File: src/rtl/adcr_map.svh
`ifndef ADCR_MAP_SVH
`define ADCR_MAP_SVH

// ****************************************************************
// register indexes (byte address is four times the index)
// ****************************************************************
`define ADCR_IDX_SYNC 10'h1ff
`define ADCR_IDX_MODE 10'h200
`define ADCR_IDX_DECIM 10'h201
`define ADCR_IDX_OFFSET 10'h228
`define ADCR_IDX_FLAG_CTRL 10'h245
`define ADCR_IDX_UPPER_LO 10'h247
`define ADCR_IDX_UPPER_HI 10'h248
`define ADCR_IDX_LOWER_LO 10'h249
`define ADCR_IDX_LOWER_HI 10'h24a
`define ADCR_IDX_DWELL_LO 10'h24b
`define ADCR_IDX_DWELL_HI 10'h24c
`define ADCR_IDX_IRQ_STATUS 10'h300
`define ADCR_IDX_IRQ_CLEAR 10'h301
`define ADCR_IDX_IRQ_ENABLE 10'h302
`define ADCR_IDX_CHAN_SEL 10'h303
`define ADCR_IDX_LIVE 10'h304

// ****************************************************************
// field positions and write masks
// ****************************************************************
`define ADCR_SYNC_MODE_BIT 0
`define ADCR_MODE_Q_IGNORE_BIT 5
`define ADCR_MODE_WMASK 8'h20
`define ADCR_MODE_APP_MASK 8'h0f
`define ADCR_SYNC_WMASK 8'h01
`define ADCR_DECIM_WMASK 8'h07
`define ADCR_FLAG_CTRL_WMASK 8'h0d
`define ADCR_FLAG_FORCE_BIT 3
`define ADCR_FLAG_FORCE_VAL_BIT 2
`define ADCR_FLAG_ENABLE_BIT 0
`define ADCR_THR_HI_WMASK 8'h1f

// ****************************************************************
// interrupt status bit positions
// ****************************************************************
`define ADCR_IRQ_SYSREF_BIT 0
`define ADCR_IRQ_LINK_DROP_BIT 1
`define ADCR_IRQ_STAMP_BIT 2
`define ADCR_IRQ_FLAG_LSB 4

// ****************************************************************
// reset values and bus answers
// ****************************************************************
`define ADCR_RESET_BYTE 8'h00
`define ADCR_RESP_OKAY 2'b00
`define ADCR_RESP_SLVERR 2'b10

`endif

File: src/rtl/adcr_pkg.sv
package adcr_pkg;

  // application mode codes
  typedef enum logic [3:0] {
    ADCR_APP_FULL_BW = 4'h0,
    ADCR_APP_ONE_DDC = 4'h1,
    ADCR_APP_TWO_DDC = 4'h2
  } adcr_app_mode_type;

  // decimation codes
  typedef enum logic [2:0] {
    ADCR_DEC_1 = 3'h0,
    ADCR_DEC_2 = 3'h1,
    ADCR_DEC_4 = 3'h2,
    ADCR_DEC_8 = 3'h3,
    ADCR_DEC_16 = 3'h4
  } adcr_decim_type;

  // fast-detect flag state
  typedef enum logic {
    ADCR_FLAG_LOW,
    ADCR_FLAG_HIGH
  } adcr_flag_state_type;

  typedef logic signed [13:0] adcr_sample_type;

endpackage

File: src/rtl/adcr_flag_chan.sv
`timescale 1ns/10ps
module adcr_flag_chan
  import adcr_pkg::*;
(
  // clock and reset
  input wire logic clk_sys,
  input wire logic rst,
  input wire logic ce,
  // sample path
  input wire adcr_sample_type sample_in,
  output adcr_sample_type data_out,
  // configuration
  input wire logic [7:0] offset_adj,
  input wire logic flag_enable,
  input wire logic flag_force,
  input wire logic flag_force_val,
  input wire logic [12:0] upper_thr,
  input wire logic [12:0] lower_thr,
  input wire logic [15:0] dwell,
  // flag outputs
  output logic threshold_flag_pin,
  output logic flag_rise
);

  adcr_flag_state_type state, next_state;
  logic [15:0] below_cnt, next_below_cnt;
  logic next_flag_pin, next_flag_rise;
  adcr_sample_type next_data_out;
  logic [13:0] abs_val;
  logic [12:0] mag;
  logic signed [14:0] sum;

  // ****************************************************************
  // offset and magnitude
  // ****************************************************************
  // sum is one bit wider so the offset can saturate instead of wrapping
  always_comb begin
    sum = 15'(sample_in) + 15'($signed(offset_adj));
    if (sum > 15'sd8191) begin
      next_data_out = 14'sd8191;
    end else if (sum < -15'sd8192) begin
      next_data_out = -14'sd8192;
    end else begin
      next_data_out = sum[13:0];
    end
    abs_val = sample_in[13] ? 14'(-sample_in) : sample_in;
    // full-scale negative saturates to the largest 13-bit magnitude
    mag = abs_val[13] ? 13'h1fff : abs_val[12:0];
  end

  // ****************************************************************
  // flag state machine
  // ****************************************************************
  always_comb begin
    next_state = state;
    next_below_cnt = below_cnt;
    next_flag_rise = 1'b0;
    case (state)
      ADCR_FLAG_LOW: begin
        next_below_cnt = 16'h0000;
        if (flag_enable && (mag > upper_thr)) begin
          next_state = ADCR_FLAG_HIGH;
          next_flag_rise = 1'b1;
        end
      end
      ADCR_FLAG_HIGH: begin
        if (!flag_enable) begin
          next_state = ADCR_FLAG_LOW;
        end else if (mag < lower_thr) begin
          // drop once data has stayed below for the dwell count
          if (({1'b0, below_cnt} + 17'h00001) >= {1'b0, dwell}) begin
            next_state = ADCR_FLAG_LOW;
            next_below_cnt = 16'h0000;
          end else begin
            next_below_cnt = below_cnt + 16'h0001;
          end
        end else begin
          next_below_cnt = 16'h0000;
        end
      end
      default: begin
        next_state = ADCR_FLAG_LOW;
        next_below_cnt = 16'h0000;
      end
    endcase
    // forcing overrides detection on the pin only; detection keeps running
    if (flag_force) begin
      next_flag_pin = flag_force_val;
    end else begin
      next_flag_pin = (next_state == ADCR_FLAG_HIGH);
    end
  end

  always_ff @(posedge clk_sys or posedge rst) begin
    if (rst) begin
      state <= ADCR_FLAG_LOW;
      below_cnt <= 16'h0000;
      threshold_flag_pin <= 1'b0;
      flag_rise <= 1'b0;
      data_out <= 14'sd0;
    end else if (ce) begin
      state <= next_state;
      below_cnt <= next_below_cnt;
      threshold_flag_pin <= next_flag_pin;
      flag_rise <= next_flag_rise;
      data_out <= next_data_out;
    end
  end

endmodule // adcr_flag_chan

File: src/rtl/adcr_top.sv
// Behaviour
// - sync mode 0: a captured sysref edge resets every internal sample divider.
// - sync mode 0: if that reset changes a divider phase, drop the link.
// - real-only bit 0 outputs I and Q; bit 1 outputs I only.
// - application mode 0000 full bandwidth, 0001 one downconverter, 0010 two.
// - decimation codes 000..100 select ratios 1, 2, 4, 8, 16.
// - each channel adds a signed 8-bit offset at converter LSB alignment.
// - force bit set drives the flag pin with the force value, else detection.
// - the force value bit appears on the flag pin while forcing.
// - enable bit turns fine fast detection off at 0, on at 1.
// - upper threshold is 13 bits, low byte in one register, versus magnitude.
// - while enabled, flag clears only after data stays below lower threshold for dwell count.
`timescale 1ns/10ps
`include "adcr_map.svh"
module adcr_top
  import adcr_pkg::*;
(
  // clock, reset, enable
  input wire logic clk_sys,
  input wire logic rst,
  input wire logic ce,
  // axi4-lite write channels
  input wire logic [11:0] s_axi_awaddr,
  input wire logic s_axi_awvalid,
  output logic s_axi_awready,
  input wire logic [31:0] s_axi_wdata,
  input wire logic [3:0] s_axi_wstrb,
  input wire logic s_axi_wvalid,
  output logic s_axi_wready,
  output logic [1:0] s_axi_bresp,
  output logic s_axi_bvalid,
  input wire logic s_axi_bready,
  // axi4-lite read channels
  input wire logic [11:0] s_axi_araddr,
  input wire logic s_axi_arvalid,
  output logic s_axi_arready,
  output logic [31:0] s_axi_rdata,
  output logic [1:0] s_axi_rresp,
  output logic s_axi_rvalid,
  input wire logic s_axi_rready,
  // sysref pin, asynchronous
  input wire logic sysref_pin,
  // converter samples, one per channel
  input wire adcr_sample_type adc_sample [4],
  // processed data and flags
  output adcr_sample_type chan_data [4],
  output logic [3:0] threshold_flag_pins,
  // chip-level controls
  output logic sample_div_reset,
  output logic link_drop,
  output logic sample_timestamp,
  output logic div_phase_zero,
  output logic q_output_enable,
  output logic [1:0] digital_downconverter_enable,
  output logic [4:0] decimation_ratio,
  // interrupt
  output logic irq
);

  // ****************************************************************
  // configuration registers
  // ****************************************************************
  logic sync_mode, next_sync_mode;
  logic [7:0] mode_reg, next_mode_reg;
  logic [2:0] decim_reg, next_decim_reg;
  logic [1:0] chan_sel, next_chan_sel;
  logic [7:0] offset_reg [4];
  logic [7:0] next_offset_reg [4];
  logic [7:0] flag_ctrl [4];
  logic [7:0] next_flag_ctrl [4];
  logic [12:0] upper_thr [4];
  logic [12:0] next_upper_thr [4];
  logic [12:0] lower_thr [4];
  logic [12:0] next_lower_thr [4];
  logic [15:0] dwell [4];
  logic [15:0] next_dwell [4];
  logic [7:0] irq_status, next_irq_status;
  logic [7:0] irq_enable, next_irq_enable;

  // bus state
  logic wr_fire, rd_fire;
  logic [9:0] wr_idx, rd_idx;
  logic [7:0] wbyte;
  logic next_bvalid, next_rvalid;
  logic [1:0] next_bresp, next_rresp;
  logic [31:0] next_rdata;
  logic wr_hit;
  logic [7:0] irq_clear;

  // chip-level timing state
  logic sync_s1, sync_s2, sync_s3, sysref_lvl, next_sysref_lvl;
  logic sysref_edge;
  logic [3:0] div_cnt, next_div_cnt;
  logic next_div_reset, next_link_drop, next_stamp;
  logic [4:0] ratio;
  logic [3:0] flag_rise;
  logic [7:0] events;

  // ****************************************************************
  // bus handshake
  // ****************************************************************
  // one write and one read in flight; address and data are taken together
  assign s_axi_awready = ce && s_axi_awvalid && s_axi_wvalid && !s_axi_bvalid;
  assign s_axi_wready = s_axi_awready;
  assign s_axi_arready = ce && !s_axi_rvalid;
  assign wr_fire = s_axi_awready;
  assign rd_fire = s_axi_arvalid && s_axi_arready;
  assign wr_idx = s_axi_awaddr[11:2];
  assign rd_idx = s_axi_araddr[11:2];
  assign wbyte = s_axi_wdata[7:0];

  // write decode and register next values
  always_comb begin
    next_sync_mode = sync_mode;
    next_mode_reg = mode_reg;
    next_decim_reg = decim_reg;
    next_chan_sel = chan_sel;
    next_offset_reg = offset_reg;
    next_flag_ctrl = flag_ctrl;
    next_upper_thr = upper_thr;
    next_lower_thr = lower_thr;
    next_dwell = dwell;
    next_irq_enable = irq_enable;
    irq_clear = 8'h00;
    wr_hit = 1'b1;
    case (wr_idx)
      `ADCR_IDX_SYNC, `ADCR_IDX_MODE, `ADCR_IDX_DECIM, `ADCR_IDX_OFFSET,
      `ADCR_IDX_FLAG_CTRL, `ADCR_IDX_UPPER_LO, `ADCR_IDX_UPPER_HI,
      `ADCR_IDX_LOWER_LO, `ADCR_IDX_LOWER_HI, `ADCR_IDX_DWELL_LO,
      `ADCR_IDX_DWELL_HI, `ADCR_IDX_IRQ_STATUS, `ADCR_IDX_IRQ_CLEAR,
      `ADCR_IDX_IRQ_ENABLE, `ADCR_IDX_CHAN_SEL, `ADCR_IDX_LIVE: wr_hit = 1'b1;
      default: wr_hit = 1'b0;
    endcase
    // only lane 0 carries register data; masks drop reserved bits
    if (wr_fire && s_axi_wstrb[0]) begin
      case (wr_idx)
        `ADCR_IDX_SYNC: next_sync_mode = wbyte[`ADCR_SYNC_MODE_BIT];
        `ADCR_IDX_MODE: begin
          next_mode_reg = wbyte & (`ADCR_MODE_WMASK | `ADCR_MODE_APP_MASK);
        end
        `ADCR_IDX_DECIM: next_decim_reg = wbyte[2:0];
        `ADCR_IDX_OFFSET: next_offset_reg[chan_sel] = wbyte;
        `ADCR_IDX_FLAG_CTRL: begin
          next_flag_ctrl[chan_sel] = wbyte & `ADCR_FLAG_CTRL_WMASK;
        end
        `ADCR_IDX_UPPER_LO: next_upper_thr[chan_sel][7:0] = wbyte;
        `ADCR_IDX_UPPER_HI: next_upper_thr[chan_sel][12:8] = wbyte[4:0];
        `ADCR_IDX_LOWER_LO: next_lower_thr[chan_sel][7:0] = wbyte;
        `ADCR_IDX_LOWER_HI: next_lower_thr[chan_sel][12:8] = wbyte[4:0];
        `ADCR_IDX_DWELL_LO: next_dwell[chan_sel][7:0] = wbyte;
        `ADCR_IDX_DWELL_HI: next_dwell[chan_sel][15:8] = wbyte;
        `ADCR_IDX_IRQ_CLEAR: irq_clear = wbyte;
        `ADCR_IDX_IRQ_ENABLE: next_irq_enable = wbyte;
        `ADCR_IDX_CHAN_SEL: next_chan_sel = wbyte[1:0];
        default: next_sync_mode = sync_mode;
      endcase
    end
    // a new event in the clearing cycle wins over the clear
    next_irq_status = (irq_status & ~irq_clear) | events;
    next_bvalid = s_axi_bvalid;
    next_bresp = s_axi_bresp;
    if (wr_fire) begin
      next_bvalid = 1'b1;
      next_bresp = wr_hit ? `ADCR_RESP_OKAY : `ADCR_RESP_SLVERR;
    end else if (s_axi_bready) begin
      next_bvalid = 1'b0;
    end
  end

  always_ff @(posedge clk_sys or posedge rst) begin
    if (rst) begin
      sync_mode <= 1'b0;
      mode_reg <= `ADCR_RESET_BYTE;
      decim_reg <= 3'h0;
      chan_sel <= 2'h0;
      for (int i = 0; i < 4; i++) begin
        offset_reg[i] <= `ADCR_RESET_BYTE;
        flag_ctrl[i] <= `ADCR_RESET_BYTE;
        upper_thr[i] <= 13'h0000;
        lower_thr[i] <= 13'h0000;
        dwell[i] <= 16'h0000;
      end
      irq_status <= 8'h00;
      irq_enable <= 8'h00;
      s_axi_bvalid <= 1'b0;
      s_axi_bresp <= `ADCR_RESP_OKAY;
    end else if (ce) begin
      sync_mode <= next_sync_mode;
      mode_reg <= next_mode_reg;
      decim_reg <= next_decim_reg;
      chan_sel <= next_chan_sel;
      offset_reg <= next_offset_reg;
      flag_ctrl <= next_flag_ctrl;
      upper_thr <= next_upper_thr;
      lower_thr <= next_lower_thr;
      dwell <= next_dwell;
      irq_status <= next_irq_status;
      irq_enable <= next_irq_enable;
      s_axi_bvalid <= next_bvalid;
      s_axi_bresp <= next_bresp;
    end
  end

  // ****************************************************************
  // read path
  // ****************************************************************
  // data is registered so rvalid always comes one cycle after the address
  always_comb begin
    next_rdata = s_axi_rdata;
    next_rresp = s_axi_rresp;
    next_rvalid = s_axi_rvalid;
    if (rd_fire) begin
      next_rvalid = 1'b1;
      next_rresp = `ADCR_RESP_OKAY;
      next_rdata = 32'h00000000;
      case (rd_idx)
        `ADCR_IDX_SYNC: next_rdata[0] = sync_mode;
        `ADCR_IDX_MODE: next_rdata[7:0] = mode_reg;
        `ADCR_IDX_DECIM: next_rdata[2:0] = decim_reg;
        `ADCR_IDX_OFFSET: next_rdata[7:0] = offset_reg[chan_sel];
        `ADCR_IDX_FLAG_CTRL: next_rdata[7:0] = flag_ctrl[chan_sel];
        `ADCR_IDX_UPPER_LO: next_rdata[7:0] = upper_thr[chan_sel][7:0];
        `ADCR_IDX_UPPER_HI: next_rdata[4:0] = upper_thr[chan_sel][12:8];
        `ADCR_IDX_LOWER_LO: next_rdata[7:0] = lower_thr[chan_sel][7:0];
        `ADCR_IDX_LOWER_HI: next_rdata[4:0] = lower_thr[chan_sel][12:8];
        `ADCR_IDX_DWELL_LO: next_rdata[7:0] = dwell[chan_sel][7:0];
        `ADCR_IDX_DWELL_HI: next_rdata[7:0] = dwell[chan_sel][15:8];
        `ADCR_IDX_IRQ_STATUS: next_rdata[7:0] = irq_status;
        `ADCR_IDX_IRQ_CLEAR: next_rdata[7:0] = 8'h00; // write-only
        `ADCR_IDX_IRQ_ENABLE: next_rdata[7:0] = irq_enable;
        `ADCR_IDX_CHAN_SEL: next_rdata[1:0] = chan_sel;
        `ADCR_IDX_LIVE: next_rdata[7:0] = {div_cnt, threshold_flag_pins};
        default: next_rresp = `ADCR_RESP_SLVERR;
      endcase
    end else if (s_axi_rready) begin
      next_rvalid = 1'b0;
    end
  end

  always_ff @(posedge clk_sys or posedge rst) begin
    if (rst) begin
      s_axi_rvalid <= 1'b0;
      s_axi_rresp <= `ADCR_RESP_OKAY;
      s_axi_rdata <= 32'h00000000;
    end else if (ce) begin
      s_axi_rvalid <= next_rvalid;
      s_axi_rresp <= next_rresp;
      s_axi_rdata <= next_rdata;
    end
  end

  // ****************************************************************
  // sysref capture and sample divider
  // ****************************************************************
  // level changes count only when the second and third stages agree
  always_comb begin
    next_sysref_lvl = (sync_s2 == sync_s3) ? sync_s3 : sysref_lvl;
    sysref_edge = (sync_s2 == sync_s3) && sync_s3 && !sysref_lvl;
    case (decim_reg)
      ADCR_DEC_2: ratio = 5'd2;
      ADCR_DEC_4: ratio = 5'd4;
      ADCR_DEC_8: ratio = 5'd8;
      ADCR_DEC_16: ratio = 5'd16;
      default: ratio = 5'd1;
    endcase
    next_div_cnt = ({1'b0, div_cnt} + 5'd1 >= ratio) ? 4'h0 : div_cnt + 4'h1;
    next_div_reset = 1'b0;
    next_link_drop = 1'b0;
    next_stamp = 1'b0;
    if (sysref_edge) begin
      if (!sync_mode) begin
        next_div_reset = 1'b1;
        next_div_cnt = 4'h0;
        // a divider not already at phase zero would slip, so the link drops
        next_link_drop = (div_cnt != 4'h0);
      end else begin
        next_stamp = 1'b1;
      end
    end
    events = 8'h00;
    events[`ADCR_IRQ_SYSREF_BIT] = sysref_edge;
    events[`ADCR_IRQ_LINK_DROP_BIT] = next_link_drop;
    events[`ADCR_IRQ_STAMP_BIT] = next_stamp;
    events[`ADCR_IRQ_FLAG_LSB +: 4] = flag_rise;
  end

  always_ff @(posedge clk_sys or posedge rst) begin
    if (rst) begin
      sync_s1 <= 1'b0;
      sync_s2 <= 1'b0;
      sync_s3 <= 1'b0;
      sysref_lvl <= 1'b0;
      div_cnt <= 4'h0;
      sample_div_reset <= 1'b0;
      link_drop <= 1'b0;
      sample_timestamp <= 1'b0;
    end else if (ce) begin
      sync_s1 <= sysref_pin;
      sync_s2 <= sync_s1;
      sync_s3 <= sync_s2;
      sysref_lvl <= next_sysref_lvl;
      div_cnt <= next_div_cnt;
      sample_div_reset <= next_div_reset;
      link_drop <= next_link_drop;
      sample_timestamp <= next_stamp;
    end
  end

  // ****************************************************************
  // chip mode decode
  // ****************************************************************
  assign div_phase_zero = (div_cnt == 4'h0);
  assign q_output_enable = !mode_reg[`ADCR_MODE_Q_IGNORE_BIT];
  assign decimation_ratio = ratio;
  assign irq = |(irq_status & irq_enable);
  // unlisted application codes fall back to full bandwidth
  always_comb begin
    case (mode_reg[3:0])
      ADCR_APP_ONE_DDC: digital_downconverter_enable = 2'b01;
      ADCR_APP_TWO_DDC: digital_downconverter_enable = 2'b11;
      default: digital_downconverter_enable = 2'b00;
    endcase
  end

  // ****************************************************************
  // per-channel offset and fast detect
  // ****************************************************************
  for (genvar c = 0; c < 4; c++) begin : g_chan
    adcr_flag_chan u_chan (
      .clk_sys(clk_sys),
      .rst(rst),
      .ce(ce),
      .sample_in(adc_sample[c]),
      .data_out(chan_data[c]),
      .offset_adj(offset_reg[c]),
      .flag_enable(flag_ctrl[c][`ADCR_FLAG_ENABLE_BIT]),
      .flag_force(flag_ctrl[c][`ADCR_FLAG_FORCE_BIT]),
      .flag_force_val(flag_ctrl[c][`ADCR_FLAG_FORCE_VAL_BIT]),
      .upper_thr(upper_thr[c]),
      .lower_thr(lower_thr[c]),
      .dwell(dwell[c]),
      .threshold_flag_pin(threshold_flag_pins[c]),
      .flag_rise(flag_rise[c])
    );
  end

endmodule // adcr_top
File: config.mk
export PLATFORM = sky130hd
export DESIGN_NAME = adcr_top
export DESIGN_NICKNAME = d
export VERILOG_FILES = /design/src/rtl/adcr_pkg.sv /design/src/rtl/adcr_flag_chan.sv /design/src/rtl/adcr_top.sv
export VERILOG_INCLUDE_DIRS = /design/src /design/src/rtl
export SDC_FILE = /design/constraint.sdc
export NUM_CORES = 1
export LEC_CHECK = 0
export BUFFER_PORTS_ARGS = -buffer_cell sky130_fd_sc_hd__clkbuf_2
export CAP_MARGIN = 20
export CORE_ASPECT_RATIO = 1.4
export CORE_MARGIN = 3
export CORE_UTILIZATION = 43
export CTS_CLUSTER_SIZE = 24
export DETAILED_ROUTE_END_ITERATION = 12
export PLACE_DENSITY = 0.65
export SLEW_MARGIN = 20
export SYNTH_ARGS = -nofsm -noshare
export SYNTH_HDL_FRONTEND = slang
export SYNTH_HIERARCHICAL = 1
export SYNTH_SLANG_ARGS = --single-unit
File: constraint.sdc
create_clock -name clk_sys -period 10 [get_ports clk_sys]
set_input_delay 1.5 -clock clk_sys [delete_from_list [all_inputs] [get_ports clk_sys]]
set_output_delay 1.5 -clock clk_sys [all_outputs]
set_load 0.005 [all_outputs]
==> results of run 1 <==
-- area by class of cell --
class	count	area (sq um)
clock inverters	21	239
clock buffers	59	1260
flip-flops and latches	394	9860
multi-input cells	2060	16400
repair buffers	207	1100
fillers	6083	33400
well taps	840	1050
inverters	289	1090
-- kinds of logic (layout without fill, tap and decap cells) --
family                     Yosys count  count (layout)  share of synthesized area
buffers and inverters              433             576                     0.0648
muxes                              312             312                      0.146
AOI/OAI and AO/OA                  614             614                      0.146
xor gates and xnor gates           125             125                     0.0392
adders and majority gates          246             246                      0.111
other                                1              26                   0.000134
DFF                                394             394                      0.353
and+or+nand+nor                    737             737                      0.141
-- worst paths after layout --
check | startpoint | to | depth (start not counted)
worst max-delay path | adc_sample[3] | g_chan[3].u_chan/below_cnt[11] | 15
worst min-delay path | s_axi_rresp[1] | s_axi_rresp[1] | 2
worst max register to register | g_chan[0].u_chan/below_cnt[0] | g_chan[0].u_chan/below_cnt[15] | 11
worst min register to register | s_axi_rresp[1] | s_axi_rresp[1] | 2
max in group asynchronous | rst | upper_thr[6] | 3
min in group asynchronous | rst | g_chan[1].u_chan/data_out[10] | 2
-- metrics by stage --
step	power [uW]	std cells	hold slack, ns	setup slack (ns)	util
CTS	3920	3869	0.483	5.08	0.481
finish	3890	3870	0.480	5.13	0.482
floorplan	2030	2887	0.466	1.29	-
detailed placement	2210	3789	0.471	4.47	0.458
global route	4060	3870	0.503	4.86	0.482
global placement	2200	3788	0.469	4.51	0.458
-- where the power goes --
group,switching (uW),internal [uW]
sequential,35.9,1640
combinational,317,191
clock,709,994
-- routing by layer --
| metal | vias up | GRT usage | part of all wire |
|---|---|---|---|
| met2 | 756 | 0.418 | 0.48 |
| met4 | 2 | 0.125 | 0.059 |
| met3 | 189 | 0.0343 | 0.057 |
| met5 | - | 0 | 0.00015 |
| met1 | 11071 | 0.308 | 0.41 |
| li1 | 10667 | - | - |
-- critical path, delay by kind of cell --
| kind | cells | cell delay [ns] |
|---|---|---|
| buffers and inverters | 1 | 0.12 |
| adders and majority gates | 1 | 0.32 |
| and+or+nand+nor | 5 | 1.48 |
| AOI/OAI and AO/OA | 6 | 1.66 |
| muxes | 1 | 0.16 |
| xor gates and xnor gates | 1 | 0.15 |
-- placed cells by master, fill, tap and decap left out, types with 22 or more instances in the layout --
cell,netlist,layout
conb_1,1,26
a21oi_1,149,149
xor2_1,66,66
and3_1,24,24
nand4_1,87,87
xnor2_1,59,58
clkbuf_16,0,45
inv_1,289,288
clkbuf_2,0,180
a21o_1,53,53
nor3_1,37,37
o21a_1,22,22
o21ai_1,36,36
o22ai_1,54,54
nor2_1,109,109
mux2_2,243,243
nand3_1,65,65
mux4_2,51,51
nand2_1,209,209
o21ai_0,96,96
o211ai_1,26,26
dfrtp_1,394,392
or3_1,32,32
a32o_1,32,32
ha_1,236,236
buf_4,28,26
nor2b_1,36,36
==> summary.md, run 1 <==
| Metric | Value |
|---|---|
| Nets | 3361 |
| Initial Utilization | 0.434 |
| Final WL | ~86 mm |
| Critical-path cell list | clkbuf_2, or3_4, or3b_1, or4_1, o21ai_1, xor2_1, nand2_1, ha_1, nand4_1, o21bai_1, a221o_1, a21o_1, a211oi_4, a31oi_1, mux2i_1 |
| Post-CTS Setup Repair Bufs | 0 |
| Unrepaired setup endpoints after global routing | false |
| Synthesized flop and latch total | between 300 and 400 |
| Syn Area/Cell | around 10 sq um |
| CP max-delay cell | a211oi_4 |
| Final Cycle Share | 0.487 |
| Ys async rst share | 1.00 |
| Post-synth cell types | 97 |
| Pre-antenna DRT Iters | 6 |
| DR WL/cell | roughly 22 um |
| Post-CTS resize count | 0 |
| Max-slew headroom | 0.280 |
| Crit end category | register |
| Top flop regs | dwell x64, g_chan.u_chan/below_cnt x64, g_chan.u_chan/data_out x56 |
| Total number of vias | 22685 |
| PortBufs | around 180 |
| Max Freq | 0.205 GHz |
| H-tree lvl count | 2 |
| Fin Setup TNS | 0 ns |
| Placement Cell Area | 29500 sq um |
| DRC errors left | 0 |
| Hold Crit Class | reg -> reg |
| Share of cells above drive strength 1 | 0.212 |
| Flop-to-flop setup slack | just over 6 ns |
| Hold bufs inserted after CTS | 0 |
| Post-detail-place hpwl | 65.5 mm |
| Antenna violations before repair | 1 |
| Num rows | 110 |
| Main flop type after synthesis | dfrtp_1 |
| First-pass GRT wire length | around 130 mm |
| Mapped Area | roughly 28000 sq um |
| CTS Buffer Depth | 3 |
| Sequential area share after synthesis | 0.353 |
| Largest cells by area after synthesis | dfrtp_1 (35%), ha_1 (11%), mux2_2 (9.8%) |
| Root Driver | clkbuf_16 |
| Max-cap viol count | 0 |
| P&R area growth vs syn | 11.0% |
| Pwr Density | roughly 130 nW/um^2 |
| Crit path DAT | around 5.4 ns |
| Slowest stage delay, CP | between 0.6 and 0.7 ns |
| Skew final | ~0.014 ns |
| WP data required | 10.51 ns |
| Die Wd | ~220 um |
| Ant. Diodes | 0 |
| Ys Warns | 6 |
| Tot GR Track Use | 0.246 |
| DR iter-0 viols | 1663 |
| Clock slew at reported path FFs | ~0.06 ns |
| Clk sink count | slightly below 400 |
| Gr ovfl total | 0 |
| Most numerous cell in the Yosys netlist | dfrtp_1 |
| Final setup viols | 0 |
| Pins Over Slew Limit | 0 |
| Outcome | finished, final reports clean |
| Syn Inst Count | 2862 |
| Post-route ant nets | 0 |
| Worst-margin pin slew | 1.08 ns |
| Leakage | 0.0144 uW |
| Vias/cell | 5.86 |
| Kind of critical path | in -> reg |
| CP Max Fanout | 17 |
| Number of synthesized flops with an enable pin | 0 |
| Share of the synthesized area in the top cell type | 0.353 |
| Die Span Y | a little over 300 um |
| Die area | between 60000 and 70000 sq um |
| Vias in the first global route | about 22000 |
| Cts bufs inserted | 44 |
| CTS tree | built |
| Post-synth top area cell | dfrtp_1 |
| Endpoints failing hold | 0 |
| Largest net degree at the start of global routing | ~130 |
| Period minus WS final | approximately 4.9 ns |
| Post-synth top cells | dfrtp_1 (394), inv_1 (289), mux2_2 (243), ha_1 (236), nand2_1 (209) |
| Crit path launch type | primary input |
| Clock latency at the later pin of the worst-skew pair | 0.59 ns |
| Final instance area | between 30000 and 40000 sq um |
| Area of the core | between 60000 and 70000 sq um |
| Gpl congestion | 0.956 |
| Io pins | around 240 |
| Maximum VDD drop | ~0.14 mV |
Power figures use the tool's default switching activity.
==> run 2, diff against run 1 <==
==> constraint.sdc (replaced) <==
create_clock -name clk_sys -period 4.9 [get_ports clk_sys]
set_input_delay 0.735 -clock clk_sys [delete_from_list [all_inputs] [get_ports clk_sys]]
set_output_delay 0.735 -clock clk_sys [all_outputs]
set_load 0.005 [all_outputs]
==> summary.md, run 2 (synthesis gave the netlist of run 1 again) <==
| Metric | Value |
|---|---|
| Outcome | finished, final reports clean |
| Crit end category | register |
| Max Freq | between 0.2 and 0.3 GHz |
| CTS Buffer Depth | 3 (unchanged) |
| Leakage | 0.0144 uW (+0.45%) |
| Vias in the first global route | 22862 (+2.4%) |
| P&R area growth vs syn | 11.6% |
| PortBufs | 181 (unchanged) |
| Post-detail-place hpwl | 66.9 mm (+2.2%) |
| Clk sink count | 394 (unchanged) |
| Pre-antenna DRT Iters | 8 (+2) |
| Critical-path cell list | clkbuf_2, or3_4, or3b_1, or4_1, o21ai_1, xor2_1, nand2_1, ha_1, nand4_1, o21bai_1, a221o_1, a21o_1, a211oi_4, buf_4, a32o_1 |
| Max-slew headroom | 0.216 (-0.0646) |
| Most frequent cells in the layout | dfrtp_1 (392), inv_1 (288), mux2_2 (243) |
| CP Max Fanout | 13 (-4) |
| Fin util | 0.484 (+0.00225) |
| Worst-margin pin slew | 1.18 ns (+0.0968 ns) |
| Gpl congestion | 0.979 (+2.4%) |
| Total number of vias | 22962 (+1.2%) |
| Switching pwr | 2210 uW (+110%) |
| Slowest stage delay, CP | 0.47 ns (-0.18 ns) |
| Hold Crit Class | in -> async |
| DR iter-0 viols | 1900 (+14%) |
| Top flop regs | dwell x64, g_chan.u_chan/below_cnt x64, g_chan.u_chan/data_out x56 |
| Max-cap viol count | 0 (unchanged) |
| Sequential fraction of design power | 0.422 (-0.009) |
| Unrepaired setup endpoints after global routing | false |
| Nets | 3373 (+0.36%) |
| Area of the core | 64400 sq um (unchanged) |
| First-pass GRT wire length | 135 mm (+2.5%) |
| Pwr Density | 260 nW/um^2 (+110%) |
| Root Driver | clkbuf_16 |
| Num rows | 110 (unchanged) |
| Fin Setup TNS | 0 ns (unchanged) |
| Kind of critical path | in -> reg |
| Hold bufs inserted after CTS | 0 (unchanged) |
| CTS tree | built |
| Endpoints failing hold | 0 (unchanged) |
| H-tree lvl count | 2 (unchanged) |
| Final WL | 87.4 mm (+2.0%) |
| Vias/cell | 5.92 (+0.96%) |
| Die Span Y | 308 um (unchanged) |
| Final Cycle Share | 0.807 |
| CP max-delay cell | a211oi_4 |
| Post-CTS Setup Repair Bufs | 0 (unchanged) |
| WP data required | 5.42 ns (-5.09 ns) |
| Maximum VDD drop | 0.244 mV (+75%) |
| Die Wd | 222 um (unchanged) |
| P_int | 5900 uW (+110%) |
| Post-CTS resize count | 0 (unchanged) |
| Crit path DAT | 4.47 ns (-0.91 ns) |
| Antenna violations before repair | 0 (-1) |
| Tot GR Track Use | 0.253 (+0.00641) |
| DRC errors left | 0 (unchanged) |
| Io pins | 239 (unchanged) |
| Period minus WS final | between 3 and 4 ns |
| Worst setup margin | 0.948 ns (-4.18 ns) |
| DR WL/cell | 22.5 um (+1.8%) |
| Crit path launch type | primary input |
| Final setup viols | 0 (unchanged) |
| Cts bufs inserted | 46 (+4.5%) |
| Clock latency at the later pin of the worst-skew pair | 0.60 ns (about the same) |
| Switching share of power | 0.272 (-0.000978) |
| Gr ovfl total | 0 (unchanged) |
| Initial Utilization | 0.434 (unchanged) |
| Commonest non-fill, non-tap cell in the layout | dfrtp_1 |
| Largest net degree at the start of global routing | 159 (+27%) |
| Clk pwr share | 0.450 (+0.012) |
| Dpl ws | 0.284 ns (-4.19 ns) |
| Skew final | 0.0248 ns (+0.0111 ns) |
| Logic pwr share | 0.128 (-0.003) |
| Clock slew at reported path FFs | 0.06 ns (about the same) |
| Pins Over Slew Limit | 0 (unchanged) |
| Ant. Diodes | 0 (unchanged) |
| Fill count | 6078 (-0.082%) |
| Post-route ant nets | 0 (unchanged) |
| Share of cells above drive strength 1 | 0.214 (+0.00292) |
| Die area | 68200 sq um (unchanged) |
run 2: critical path, delay by kind of cell:
| family | cells | cell delay [ns] |
|---|---|---|
| AND/OR/NAND/NOR | 5 | 1.49 |
| AO/OA/AOI/OAI | 6 | 1.44 |
| buffers and inverters | 2 | 0.33 |
| adder cells (fa/ha/maj) | 1 | 0.31 |
| XOR/XNOR | 1 | 0.16 |
run 2: path summary, 6_finish.rpt:
path                                               start                                  end  slack, ns  cells past startpoint
setup / recovery                           adc_sample[3]       g_chan[3].u_chan/below_cnt[10]       0.95                     15
hold / removal                                       rst         g_chan[1].u_chan/data_out[1]       0.30                      2
max in group asynchronous                            rst                          chan_sel[0]       3.11                      3
min in group clk_sys                          sysref_pin                              sync_s1       0.37                      2
hold reg to reg                           s_axi_rdata[7]                       s_axi_rdata[7]       0.48                      2
setup reg to reg           g_chan[0].u_chan/below_cnt[0]  g_chan[0].u_chan/threshold_flag_pin       1.19                     13
run 2: layout make-up:
cell class | instances | area, sq um | area share
clock buffer | 55 | 1220 | 0.0393
clock inverter | 25 | 355 | 0.0114
inverter | 289 | 1090 | 0.0349
multi-input combinational | 2060 | 16400 | 0.526
sequential | 394 | 9860 | 0.316
tap | 840 | 1050 | 0.0337
timing repair buffer | 217 | 1200 | 0.0386
run 2: stage by stage:
stage	total power, uW	cell area (sq um)	hold WS, ns	std cells
4_1_cts	8180	31200	0.297	3880
6_report	8110	31200	0.304	3880
5_1_grt	8450	31200	0.324	3880
3_3_place_gp	4500	29600	0.467	3800
2_1_floorplan	4140	28100	0.466	2887
3_5_place_dp	4510	29600	0.473	3800
run 2: power by group through the flow:
stage	clock [uW]	sequential, uW	combinational [uW]
floorplan	0	3460	676
global placement	0	3480	1020
detailed placement	0	3480	1040
CTS	3720	3420	1040
global route	3850	3430	1170
finish	3650	3420	1040
run 2: per-layer routing:
metal	vias to the layer above	GRT usage	wire length, um
met5	-	0	0
met3	250	0.0388	5450
met2	829	0.422	41200
met1	11216	0.312	34800
met4	0	0.146	6010
li1	10667	-	-
